$ cat src/hw/flash_pins_defines.vh
// Constants for the serial flash pin interface: array shape, command codes, timing counts.
// Assumes inclusion by bare name from the design files; definitions only.
`ifndef FLASH_PINS_DEFINES_VH
`define FLASH_PINS_DEFINES_VH
`define SECTOR_COUNT      32
`define PAGES_PER_SECTOR  256
`define BYTES_PER_PAGE    256
`define ADDR_BITS         21
`define CMD_WRITE_ARM     8'h06
`define CMD_WRITE_DISARM  8'h04
`define CMD_READ_STATUS   8'h05
`define CMD_WRITE_STATUS  8'h01
`define CMD_READ_DATA     8'h03
`define CMD_PAGE_PROGRAM  8'h02
`define CMD_SECTOR_ERASE  8'hD8
`define CMD_BULK_ERASE    8'hC7
`define STATUS_BUSY_BIT   0
`define STATUS_ARM_BIT    1
`define STATUS_GUARD_LSB  2
`define STATUS_LOCK_BIT   7
`define STATUS_RESET      8'h00
`define CLK_SYS_MHZ       10
`define PROGRAM_TIME_US   640
`define SECTOR_TIME_US    600000
`define BULK_TIME_US      13000000
`define PROGRAM_CYCLES    (`PROGRAM_TIME_US * `CLK_SYS_MHZ)
`define SECTOR_CYCLES     (`SECTOR_TIME_US * `CLK_SYS_MHZ)
`define BULK_CYCLES       (`BULK_TIME_US * `CLK_SYS_MHZ)
`define STATUS_TIME_US    5000
`define STATUS_CYCLES     (`STATUS_TIME_US * `CLK_SYS_MHZ)
`endif

$ cat src/hw/pin_sync.v
// Two-flop synchroniser for a bundle of pin inputs.
// Assumes the inputs are asynchronous to clk_sys; output lags by two edges.
`timescale 1ns/10ps
module pin_sync #(
	parameter WIDTH = 1,
	parameter [WIDTH-1:0] INIT = {WIDTH{1'b0}}
) (
	input  wire             clk_sys,
	input  wire             reset_n,
	input  wire [WIDTH-1:0] pin_in,
	output reg  [WIDTH-1:0] pin_out
);
	reg [WIDTH-1:0] stage_one;

	always @(posedge clk_sys) begin
		if (!reset_n) begin
			stage_one <= INIT;
			pin_out   <= INIT;
		end else begin
			stage_one <= pin_in;
			pin_out   <= stage_one;
		end
	end
endmodule // pin_sync

$ cat src/hw/busy_timer.v
// Countdown for the internal program, erase and status-write cycles.
// Assumes one start pulse at a time; a start while busy is ignored.
`timescale 1ns/10ps
module busy_timer #(
	parameter WIDTH = 28
) (
	input  wire             clk_sys,
	input  wire             reset_n,
	input  wire             start,
	input  wire [WIDTH-1:0] cycles,
	output reg              busy,
	output reg              done
);
	reg [WIDTH-1:0] remaining;

	always @(posedge clk_sys) begin
		if (!reset_n) begin
			remaining <= {WIDTH{1'b0}};
			busy      <= 1'b0;
			done      <= 1'b0;
		end else begin
			done <= 1'b0;
			if (!busy && start) begin
				remaining <= cycles;
				busy      <= 1'b1;
			end else if (busy) begin
				if (remaining <= {{(WIDTH-1){1'b0}}, 1'b1}) begin
					busy <= 1'b0;
					done <= 1'b1;
				end else begin
					remaining <= remaining - {{(WIDTH-1){1'b0}}, 1'b1};
				end
			end
		end
	end
endmodule // busy_timer

$ cat src/hw/flash_pin_if.v
// Serial flash pin interface: serial shifter, command decoder and a small cycle engine.
// Assumes all pins are asynchronous to clk_sys and the serial clock is well below clk_sys/4.
`timescale 1ns/10ps
`include "flash_pins_defines.vh"
module flash_pin_if #(
	parameter SECTOR_CYCLES  = `SECTOR_CYCLES,
	parameter BULK_CYCLES    = `BULK_CYCLES,
	parameter STATUS_CYCLES  = `STATUS_CYCLES,
	parameter PROGRAM_CYCLES = `PROGRAM_CYCLES
) (
	input  wire                  clk_sys,
	input  wire                  reset_n,
	input  wire                  serial_clk,
	input  wire                  serial_in,
	input  wire                  select_n,
	input  wire                  pause_n,
	input  wire                  protect_n,
	output reg                   serial_out,
	output reg                   serial_out_en,
	output reg                   active_power,
	output reg                   mem_we,
	output reg                   mem_erase,
	output reg  [`ADDR_BITS-1:0] mem_addr,
	output reg  [7:0]            mem_wdata,
	input  wire [7:0]            mem_rdata
);
	localparam ST_CMD  = 3'd0;
	localparam ST_ADDR = 3'd1;
	localparam ST_DATA = 3'd2;
	localparam ST_READ = 3'd3;
	localparam ST_STAT = 3'd4;
	localparam ST_WSR  = 3'd5;
	localparam ST_SKIP = 3'd6;
	localparam OP_NONE = 2'd0;
	localparam OP_PROG = 2'd1;
	localparam OP_SECT = 2'd2;
	localparam OP_BULK = 2'd3;

	// A real program or erase touches the array; we expose the write strobes and leave the store outside.
	function needs_arm;
		input [7:0] code;
		begin
			needs_arm = (code == `CMD_PAGE_PROGRAM) || (code == `CMD_SECTOR_ERASE) ||
				(code == `CMD_BULK_ERASE) || (code == `CMD_WRITE_STATUS);
		end
	endfunction

	wire [3:0] pins_s;
	// Reset values match the idle pin levels: deselected, not paused, unprotected, clock low.
	// A mismatch would show up as a false edge two clocks after reset.
	pin_sync #(.WIDTH(4), .INIT(4'hE)) u_sync (
		.clk_sys (clk_sys),
		.reset_n (reset_n),
		.pin_in  ({select_n, pause_n, protect_n, serial_clk}),
		.pin_out (pins_s)
	);
	wire [0:0] din_s;
	pin_sync #(.WIDTH(1), .INIT(1'b0)) u_sync_d (
		.clk_sys (clk_sys),
		.reset_n (reset_n),
		.pin_in  (serial_in),
		.pin_out (din_s)
	);
	wire sel_n_s   = pins_s[3];
	wire pause_n_s = pins_s[2];
	wire prot_n_s  = pins_s[1];
	wire sclk_s    = pins_s[0];

	reg        sclk_d;
	reg        sel_n_d;
	reg        armed_power;
	reg        paused;
	reg [2:0]  state;
	reg [2:0]  bit_cnt;
	reg [7:0]  shift_in;
	reg [7:0]  shift_out;
	reg [7:0]  cmd;
	reg [1:0]  addr_cnt;
	reg [8:0]  byte_cnt;
	reg [`ADDR_BITS-1:0] addr;
	reg [7:0]  status;
	reg [7:0]  status_new;
	reg        write_latch_arm;
	reg [1:0]  pend_op;
	reg        wsr_pend;
	reg        timer_start;
	reg [27:0] timer_cycles;
	reg [1:0]  warm;
	wire       busy;
	wire       busy_done;

	// Pause starts while selected with pause low and the clock low; it ends with pause high and the clock low, or on deselect.
	wire sclk_rise = sclk_s & ~sclk_d & ~paused;
	wire sclk_fall = ~sclk_s & sclk_d & ~paused;
	// The synchroniser shows its reset value for two edges, so a select held low since
	// power-up would otherwise look like a falling edge.
	wire sel_fall  = ~sel_n_s & sel_n_d & (warm == 2'd3);
	wire [7:0] byte_now = {shift_in[6:0], din_s[0]};
	wire byte_end  = sclk_rise & (bit_cnt == 3'd7) & ~sel_n_s;

	busy_timer #(.WIDTH(28)) u_timer (
		.clk_sys (clk_sys),
		.reset_n (reset_n),
		.start   (timer_start),
		.cycles  (timer_cycles),
		.busy    (busy),
		.done    (busy_done)
	);

	always @(posedge clk_sys) begin
		if (!reset_n) begin
			sclk_d          <= 1'b0;
			sel_n_d         <= 1'b1;
			warm            <= 2'd0;
			armed_power     <= 1'b0;
			paused          <= 1'b0;
			state           <= ST_CMD;
			bit_cnt         <= 3'd0;
			shift_in        <= 8'h00;
			shift_out       <= 8'h00;
			cmd             <= 8'h00;
			addr_cnt        <= 2'd0;
			byte_cnt        <= 9'd0;
			addr            <= {`ADDR_BITS{1'b0}};
			status_new      <= 8'h00;
			write_latch_arm <= 1'b0;
			pend_op         <= OP_NONE;
			wsr_pend        <= 1'b0;
			serial_out      <= 1'b0;
			serial_out_en   <= 1'b0;
			mem_we          <= 1'b0;
			mem_addr        <= {`ADDR_BITS{1'b0}};
			mem_wdata       <= 8'h00;
		end else begin
			sclk_d  <= sclk_s;
			sel_n_d <= sel_n_s;
			mem_we  <= 1'b0;
			if (warm != 2'd3)
				warm <= warm + 2'd1;
			if (sel_fall)
				armed_power <= 1'b1;
			if (sel_n_s)
				paused <= 1'b0;
			else if (!pause_n_s && sclk_s == 1'b0)
				paused <= 1'b1;
			else if (pause_n_s && sclk_s == 1'b0)
				paused <= 1'b0;
			// A frame-end request is assigned further down, so it wins over this clear.
			if (timer_start) begin
				pend_op  <= OP_NONE;
				wsr_pend <= 1'b0;
			end
			serial_out_en <= ~sel_n_s & ~paused & (state == ST_READ || state == ST_STAT);
			if (sel_n_s) begin
				// Frame end: commit what the frame ordered, only on whole bytes.
				if (!sel_n_d && bit_cnt == 3'd0 && !busy) begin
					if (state == ST_DATA && cmd == `CMD_PAGE_PROGRAM && byte_cnt != 9'd0) begin
						pend_op         <= OP_PROG;
						write_latch_arm <= 1'b0;
					end else if (state == ST_SKIP && cmd == `CMD_SECTOR_ERASE) begin
						pend_op         <= OP_SECT;
						mem_addr        <= {addr[`ADDR_BITS-1:16], 16'h0000};
						write_latch_arm <= 1'b0;
					end else if (state == ST_CMD && cmd == `CMD_BULK_ERASE) begin
						pend_op         <= OP_BULK;
						mem_addr        <= {`ADDR_BITS{1'b0}};
						write_latch_arm <= 1'b0;
					end else if (state == ST_SKIP && cmd == `CMD_WRITE_STATUS) begin
						wsr_pend        <= 1'b1;
						write_latch_arm <= 1'b0;
					end
				end
				state    <= ST_CMD;
				bit_cnt  <= 3'd0;
				cmd      <= 8'h00;
				addr_cnt <= 2'd0;
				byte_cnt <= 9'd0;
			end else begin
				if (sclk_rise) begin
					shift_in <= byte_now;
					bit_cnt  <= bit_cnt + 3'd1;
				end
				if (sclk_fall && (state == ST_READ || state == ST_STAT)) begin
					serial_out <= shift_out[7];
					shift_out  <= {shift_out[6:0], 1'b0};
				end
				if (byte_end && armed_power) begin
					case (state)
					ST_CMD: begin
						cmd <= byte_now;
						if (byte_now == `CMD_WRITE_ARM && !busy) begin
							write_latch_arm <= 1'b1;
							state           <= ST_SKIP;
						end else if (byte_now == `CMD_WRITE_DISARM && !busy) begin
							write_latch_arm <= 1'b0;
							state           <= ST_SKIP;
						end else if (byte_now == `CMD_READ_STATUS) begin
							shift_out <= {status[7:2], write_latch_arm, busy};
							state     <= ST_STAT;
						end else if (needs_arm(byte_now) && (!write_latch_arm || busy)) begin
							state <= ST_SKIP;
							cmd   <= 8'h00;
						end else if (byte_now == `CMD_WRITE_STATUS) begin
							state <= ST_WSR;
						end else if (byte_now == `CMD_BULK_ERASE) begin
							state <= ST_CMD;
						end else if (byte_now == `CMD_READ_DATA ||
							byte_now == `CMD_PAGE_PROGRAM || byte_now == `CMD_SECTOR_ERASE) begin
							state <= ST_ADDR;
						end else begin
							state <= ST_SKIP;
							cmd   <= 8'h00;
						end
					end
					ST_ADDR: begin
						addr     <= {addr[`ADDR_BITS-9:0], byte_now};
						addr_cnt <= addr_cnt + 2'd1;
						if (addr_cnt == 2'd2) begin
							if (cmd == `CMD_READ_DATA) begin
								mem_addr <= {addr[`ADDR_BITS-9:0], byte_now};
								state    <= ST_READ;
							end else if (cmd == `CMD_SECTOR_ERASE) begin
								state    <= ST_SKIP;
							end else begin
								state    <= ST_DATA;
							end
						end
					end
					ST_DATA: begin
						// Page address wraps inside the page; past 256 bytes the count holds, so every further byte lands on the start address.
						mem_we    <= 1'b1;
						mem_wdata <= byte_now;
						mem_addr  <= {addr[`ADDR_BITS-1:8], addr[7:0] + byte_cnt[7:0]};
						if (byte_cnt != 9'd256)
							byte_cnt <= byte_cnt + 9'd1;
					end
					ST_WSR: begin
						status_new <= byte_now;
						state      <= ST_SKIP;
					end
					ST_READ: begin
						mem_addr <= mem_addr + {{(`ADDR_BITS-1){1'b0}}, 1'b1};
					end
					default: state <= state;
					endcase
				end
				if (sclk_fall && bit_cnt == 3'd0 && state == ST_READ)
					shift_out <= {mem_rdata[6:0], 1'b0};
				if (sclk_fall && bit_cnt == 3'd0 && state == ST_READ)
					serial_out <= mem_rdata[7];
				if (sclk_fall && bit_cnt == 3'd0 && state == ST_STAT)
					shift_out <= {status[6:2], write_latch_arm, busy, 1'b0};
			end
		end
	end

	// The cycle engine runs on regardless of select; standby waits for it.
	always @(posedge clk_sys) begin
		if (!reset_n) begin
			status       <= `STATUS_RESET;
			timer_start  <= 1'b0;
			timer_cycles <= 28'd0;
			mem_erase    <= 1'b0;
			active_power <= 1'b0;
		end else begin
			timer_start  <= 1'b0;
			mem_erase    <= 1'b0;
			// Just-ended and pending frames count too, so no standby gap opens before busy rises.
			active_power <= ~sel_n_s | ~sel_n_d | busy | timer_start | wsr_pend |
				(pend_op != OP_NONE);
			if (!busy && !timer_start && wsr_pend) begin
				timer_start  <= 1'b1;
				timer_cycles <= STATUS_CYCLES[27:0];
				if (!(status[`STATUS_LOCK_BIT] && !prot_n_s))
					status <= {status_new[7:2], 2'b00};
			end else if (!busy && !timer_start && pend_op != OP_NONE) begin
				timer_start <= 1'b1;
				case (pend_op)
				OP_PROG: timer_cycles <= PROGRAM_CYCLES[27:0];
				OP_SECT: timer_cycles <= SECTOR_CYCLES[27:0];
				default: timer_cycles <= BULK_CYCLES[27:0];
				endcase
				mem_erase  <= (pend_op != OP_PROG);
			end
			if (busy_done)
				status[`STATUS_BUSY_BIT] <= 1'b0;
		end
	end
endmodule // flash_pin_if

$ cat config.mk
export PLATFORM = sky130hd
export DESIGN_NAME = flash_pin_if
export DESIGN_NICKNAME = d
export VERILOG_FILES = /design/src/hw/pin_sync.v /design/src/hw/busy_timer.v /design/src/hw/flash_pin_if.v
export VERILOG_INCLUDE_DIRS = /design/src /design/src/hw
export SDC_FILE = /design/constraint.sdc
export NUM_CORES = 1
export LEC_CHECK = 0
export BUFFER_PORTS_ARGS = -buffer_cell sky130_fd_sc_hd__clkbuf_2
export CAP_MARGIN = 10
export CORE_MARGIN = 5
export CORE_UTILIZATION = 45
export CTS_BUF_LIST = sky130_fd_sc_hd__clkbuf_4
export CTS_CLUSTER_SIZE = 12
export DETAILED_ROUTE_END_ITERATION = 12
export SLEW_MARGIN = 25
export SYNTH_ARGS = -nofsm -noshare
export SYNTH_HDL_FRONTEND = slang
export SYNTH_SLANG_ARGS = --single-unit
$ cat constraint.sdc
create_clock -name clk_sys -period 2.5 [get_ports clk_sys]
set_input_delay 0.25 -clock clk_sys [delete_from_list [all_inputs] [get_ports clk_sys]]
set_output_delay 0.25 -clock clk_sys [all_outputs]
set_load 0.05 [all_outputs]
# Word-level counts from Yosys, hierarchy flattened
# Cells that the tools add are included.
# totals
output_inout_bits,34
register_bits,186
elab_cells,240
# op_classes
n_eq_ne,35
bitwise_logic,24
addsub,7
magnitude_cmp,1
reduce_logical,65
n_mux,74
# ops
operator,count
21-bit two-way mux,8
8-bit two-way mux,15
28-bit two-way mux,3
21-bit one-hot mux with 3 select lines,1
27-bit one-hot mux with 2 select lines,1
8-bit by 2-bit equality test with 1-bit output (second input constant),4
8-bit equality test (second input constant),4
16-bit two-way mux,2
3-bit two-way mux,10
28-bit by 1-bit less-or-equal comparator with 1-bit output (second input constant),1
28-bit by 1-bit subtractor with 28-bit output (second input constant),1
1-bit two-way mux,27
8-bit by 3-bit equality test with 1-bit output (second input constant),3
1-bit logical AND,22
21-bit by 1-bit adder with 21-bit output (second input constant),1
8-bit by 1-bit equality test with 1-bit output (second input constant),2
3-bit AND reduction,5
2-bit nonzero test,7
3-bit equality test (second input constant),4
2-bit two-way mux,6
2-bit AND reduction,6
1-bit AND,10
9-bit by 1-bit adder with 9-bit output (second input constant),1
9-bit inequality test (second input constant),1
other kinds (25),61

# Longest topological paths before layout
# depth
word_depth,12
depth_mapped,9
ltp_nobuf,9

# By module
# A second synthesis with hierarchy kept.
# unflattened
cells_unflattened,1100
area_unflattened_um2,8948.6
# modules_own_cells
mod,area_each_um2,instances,cells_per_inst,seq_area_each_um2
flash_pin_if,6884.1,1,854,2522.4
busy_timer,1801.7,1,226,600.6
pin_sync at u_sync,210.2,1,16,160.2
pin_sync at u_sync_d,52.6,1,4,40.0

# Worst setup path after synthesis
# Ideal clock, no wire load.
# synth_timing
kind,flip-flop to flip-flop
start,register u_timer.remaining[11]
end,register u_timer.remaining[8]
slack_ns,-0.107
arrival_ns,2.475
path_stages_with_launch,10
period_less_slack_ns,2.607
n_path_buf,3
path_cell_list,dfxtp_1 or4_1 buf_2 or4_1 buf_4 o41ai_4 buf_4 nor2_1 a22oi_1 a21boi_0
# synth_via
elab_chain_cells,3
# synth_lines
element,line_no,text
"start, declared",busy_timer.v:14,reg [WIDTH-1:0] remaining;
"start signal, assigned",busy_timer.v:18,remaining <= {WIDTH{1'b0}};
"start signal, assigned",busy_timer.v:24,remaining <= cycles;
"start signal, assigned",busy_timer.v:31,"remaining <= remaining - {{(WIDTH-1){1'b0}}, 1'b1};"
28-bit by 1-bit less-or-equal comparator with 1-bit output,busy_timer.v:27,"if (remaining <= {{(WIDTH-1){1'b0}}, 1'b1}) begin"
2-bit by 1-bit inequality test with 1-bit output (no line),-,
2-bit AND reduction (no line),-,
# Every way passes these cells.
# A chain may end at the register's enable or synchronous reset.

# Worst setup path in the final report
# layout_timing
start,register u_timer.remaining[11]
end,register u_timer.remaining[24]
# layout_via
elab_chain_cells,4
elab_cells_between_ends,7
cone_classes,add/sub: 1; order compare: 1; eq/ne: 1; mux: 3; reduce/logical: 1
# layout_lines
element,line_no,text
28-bit by 1-bit subtractor with 28-bit output,busy_timer.v:31,
28-bit two-way mux,busy_timer.v:27,
28-bit two-way mux,busy_timer.v:26,end else if (busy) begin
28-bit two-way mux,busy_timer.v:23,if (!busy && start) begin
# Parallel ways exist; a longest one is shown, timed or not. The select of a mux whose other input is x is not followed.

==> impl_summary.txt <==
----------------------------------------------------
[Power and ir drop]
  Portion of total power attributed to the clock network ... 0.367
  Flop pwr share ... 0.595
  Internal power ... 3337 uW
  Peak supply drop ... 358.3 uV
  Switching Power ... 1130 uW
  Static Leak ... 0.003807 uW
  Switching portion of total power ... 0.2529
  Power share of the combinational group ... 0.037
  Power per Cell Area ... 455.7 nW/um^2

[Clocking]
  CTS buffer count ... 17
  Clock input transition at the sequential cells of the worst setup and hold paths ... 0.15 ns
  Clock sinks ... 165
  TritonCTS clock tree ... built
  Clock tree root buffer cell ... clkbuf_4
  H-tree depth ... 4
  Max Buffers Root-to-Sink ... 2
  Later-pin clock latency in the skew report ... 0.57 ns

[Global routing]
  Vias in the first global route ... 7424
  Global-route usage over all layers ... 0.2263
  Maximum number of pins on one net before global-route repair ... 111
  Wire length of the first global-routing pass ... 39740 um
  Grt total ovfl ... 0
  Number of antenna violations at the first check in global routing ... 1

[Setup path]
  Required time worst endpoint ... 2.98 ns
  Crit path arrival time ... 2.89 ns
  Crit path capture type ... flop
  Setup CP Type ... reg2reg
  Largest fanout of any net on the critical path ... 7
  Kind of start point of the critical path ... flop
  Cell depth of the worst flop-to-flop path ... 7

[Route]
  Drt drc ... 0
  Routed Antenna Nets ... 0
  Average wire length per cell after detail routing ... 17.59 um
  DR vias ... 7899
  Via density per instance ... 5.724
  Total wire length ... 24270 um
  Number of DRC violations after detailed-routing iteration 0 ... 543
  DRT Pass-1 Iters ... 5

[Timing]
  Post-route fraction of the period consumed by the critical path ... 0.9671
  Setup TNS Final ... 0 ns
  Normalized max-slew margin ... 0.6154
  Final critical delay including setup and external delays ... 2.418 ns
  Final Hold Violating Endpoints ... 0
  Count of endpoints failing setup in the final report ... 0
  Least-Margin Pin Slew ... 0.5731 ns
  Clock skew after layout ... 0.02643 ns
  Peak clock frequency supported by timing ... 0.4136 GHz
  Setup repair after global routing missed its margin ... true
  Max-slew violation total from the final report ... 0

[Logic synthesis]
  Number of nets produced by synthesis ... 1080
  FF+latch count, synth ... 165
  Area contributors post-synth ... dfxtp_1 39%, nand2_1 6.7%, a21boi_0 4.2%, o21ai_0 3.4%, nor2_1 3.3%
  Number of library cell types mapped by synthesis ... 70
  Seq/Total Area, Yosys ... 0.3892
  Post-Synthesis Cell Area ... 8488 um^2
  Total of warnings raised by yosys ... 0
  Primary flip-flop cell chosen by synthesis mapping ... dfxtp_1
  Number of enable flip-flop cells after synthesis ... 0
  Cells after synthesis ... 1043
  Leading area contributor after synthesis ... dfxtp_1
  Top cell type's share of synthesized area ... 0.3892
  Post-synthesis average cell area ... 8.138 um^2
  Asr flop ratio synth ... 0

[Placement]
  Input/output buffers ... 48
  HPWL after detailed placement ... 17240 um
  Routability congestion estimate from global placement ... 0.9058
  Placed Cells incl. Taps ... 1335

[Cells and area]
  Number of non-filler instances in the completed layout ... 1380
  Net total in the final layout ... 1169
  Commonest non-fill, non-tap cell in the layout ... dfxtp_1
  P&R area growth vs syn ... 15.46%
  End-of-flow core utilization ... 0.5257
  Fraction of final layout cells with drive strength greater than 1 ... 0.1659
  Most used cells in the layout excluding fill and tap cells ... 163 x dfxtp_1, 152 x nand2_1, 76 x buf_4

[Die]
  Std-Cell Core Area ... 18640 um^2
  Placement row count ... 50
  Die Y-Extent ... 147.3 um
  Die Width ... 147.3 um
  Num ports ... 49
  Initial Utilization ... 0.4553
  DIE AREA ... 21710 um^2

[Min path]
  HP Class ... in2reg
  Number of instances on the worst hold path ... 3

[Status]
  Result of the run ... completed

[Flow run]
  Max Cap Violations ... 0

----------------------------------------------------
## power by group through the flow
stage / clock network (uW) / logic [uW] / registers (uW)
global placement: 0 / 155 / 2720
floorplan: 0 / 100 / 2720
finish: 1640 / 167 / 2660
CTS: 1680 / 168 / 2660
global route: 1810 / 186 / 2660
detailed placement: 0 / 157 / 2720
## sequential cells by signal, indices dropped and copies added (netlist names), 2 cells and up
signal	cells
addr_cnt	2
status	6
pend_op	2
mem_wdata	8
byte_cnt	9
status_new	6
u_sync.pin_out	4
bit_cnt	3
mem_addr	21
u_sync.stage_one	4
shift_out	8
warm	2
state	3
shift_in	7
u_timer.remaining	28
cmd	8
timer_cycles	8
addr	21
## synth_stat cells, drive strengths merged (8+ instances only)
cell and count:
and2 16, o21ai 60, o21a 8, a21o 11, a21oi 47, dfxtp 165, o22ai 11, nand2 152
nand4 11, and3 11, a31oi 17, nand2b 23, nand3 26, nor4 13, inv 21, xnor2 20
mux2i 18, nor2 75, and4 9, or3 9, ha 21, o211ai 18, xor2 10, nor3 37
clkbuf 59, a21boi 47, nor2b 23
## worst paths after layout
check / end / start / slack [ns]
hold reg to reg: paused / u_sync.pin_out[2] / 0.42
hold / removal: u_sync.pin_out[3] / reset_n / 0.16
setup reg to reg: u_timer.remaining[24] / u_timer.remaining[11] / 0.08
setup / recovery: u_timer.remaining[24] / u_timer.remaining[11] / 0.08
## per-stage QoR
stage	hold slack, ns	total power, uW	instance area (um^2)	setup slack [ns]
after global placement	0.3929	2872	9350	0.04051
after floorplan	0.3515	2817	8498	-0.08870
final	0.1553	4467	9801	0.08225
after CTS	0.1579	4511	9746	0.005396
after global routing	0.1573	4656	9801	-0.01260
after detailed placement	0.3979	2873	9350	-0.01439
## critical path, cell delays in order (launching register included)
cell      delay, ns
dfxtp_2        0.35
or4_4          0.53
or4_4          0.47
buf_4          0.19
or3_1          0.39
nor3_1         0.13
o21ai_0        0.10
a21boi_1       0.17
## timing repair
action,4_1_cts,5_1_grt
pin swaps,0,1
buffers inserted,1,3
hold buffers,8,0
resized for setup,5,9
endpoints found under the hold margin,8,0
setup endpoints to repair,9,14
## final cells by class
| class | instances | area (um^2) |
|---|---|---|
| repair buffers | 134 | 922.1 |
| clock inverters | 14 | 151.4 |
| diodes | 1 | 2.502 |
| inverters | 22 | 82.58 |
| multi-input cells | 792 | 4908 |
| clock buffers | 18 | 135.1 |
| flip-flops and latches | 165 | 3306 |
| fillers | 1813 | 8842 |
| well taps | 234 | 292.8 |
## routing by layer
metal,GRT usage,vias to the layer above,part of all wire
met5,0,-,0
met2,0.3592,208,0.45
li1,-,3925,-
met4,0.06757,0,0.022
met3,0.04442,32,0.049
met1,0.3130,3734,0.48
## logic make-up after synthesis
| kind of cell | count (synthesis) | synth area share |
|---|---|---|
| buf+inv | 86 | 0.03995 |
| xor+xnor | 30 | 0.03095 |
| mux | 19 | 0.02255 |
| compound gates | 280 | 0.2245 |
| flops | 165 | 0.3892 |
| fa+ha+maj | 22 | 0.03331 |
| simple gates | 441 | 0.2596 |
Power figures use the tool's default switching activity.
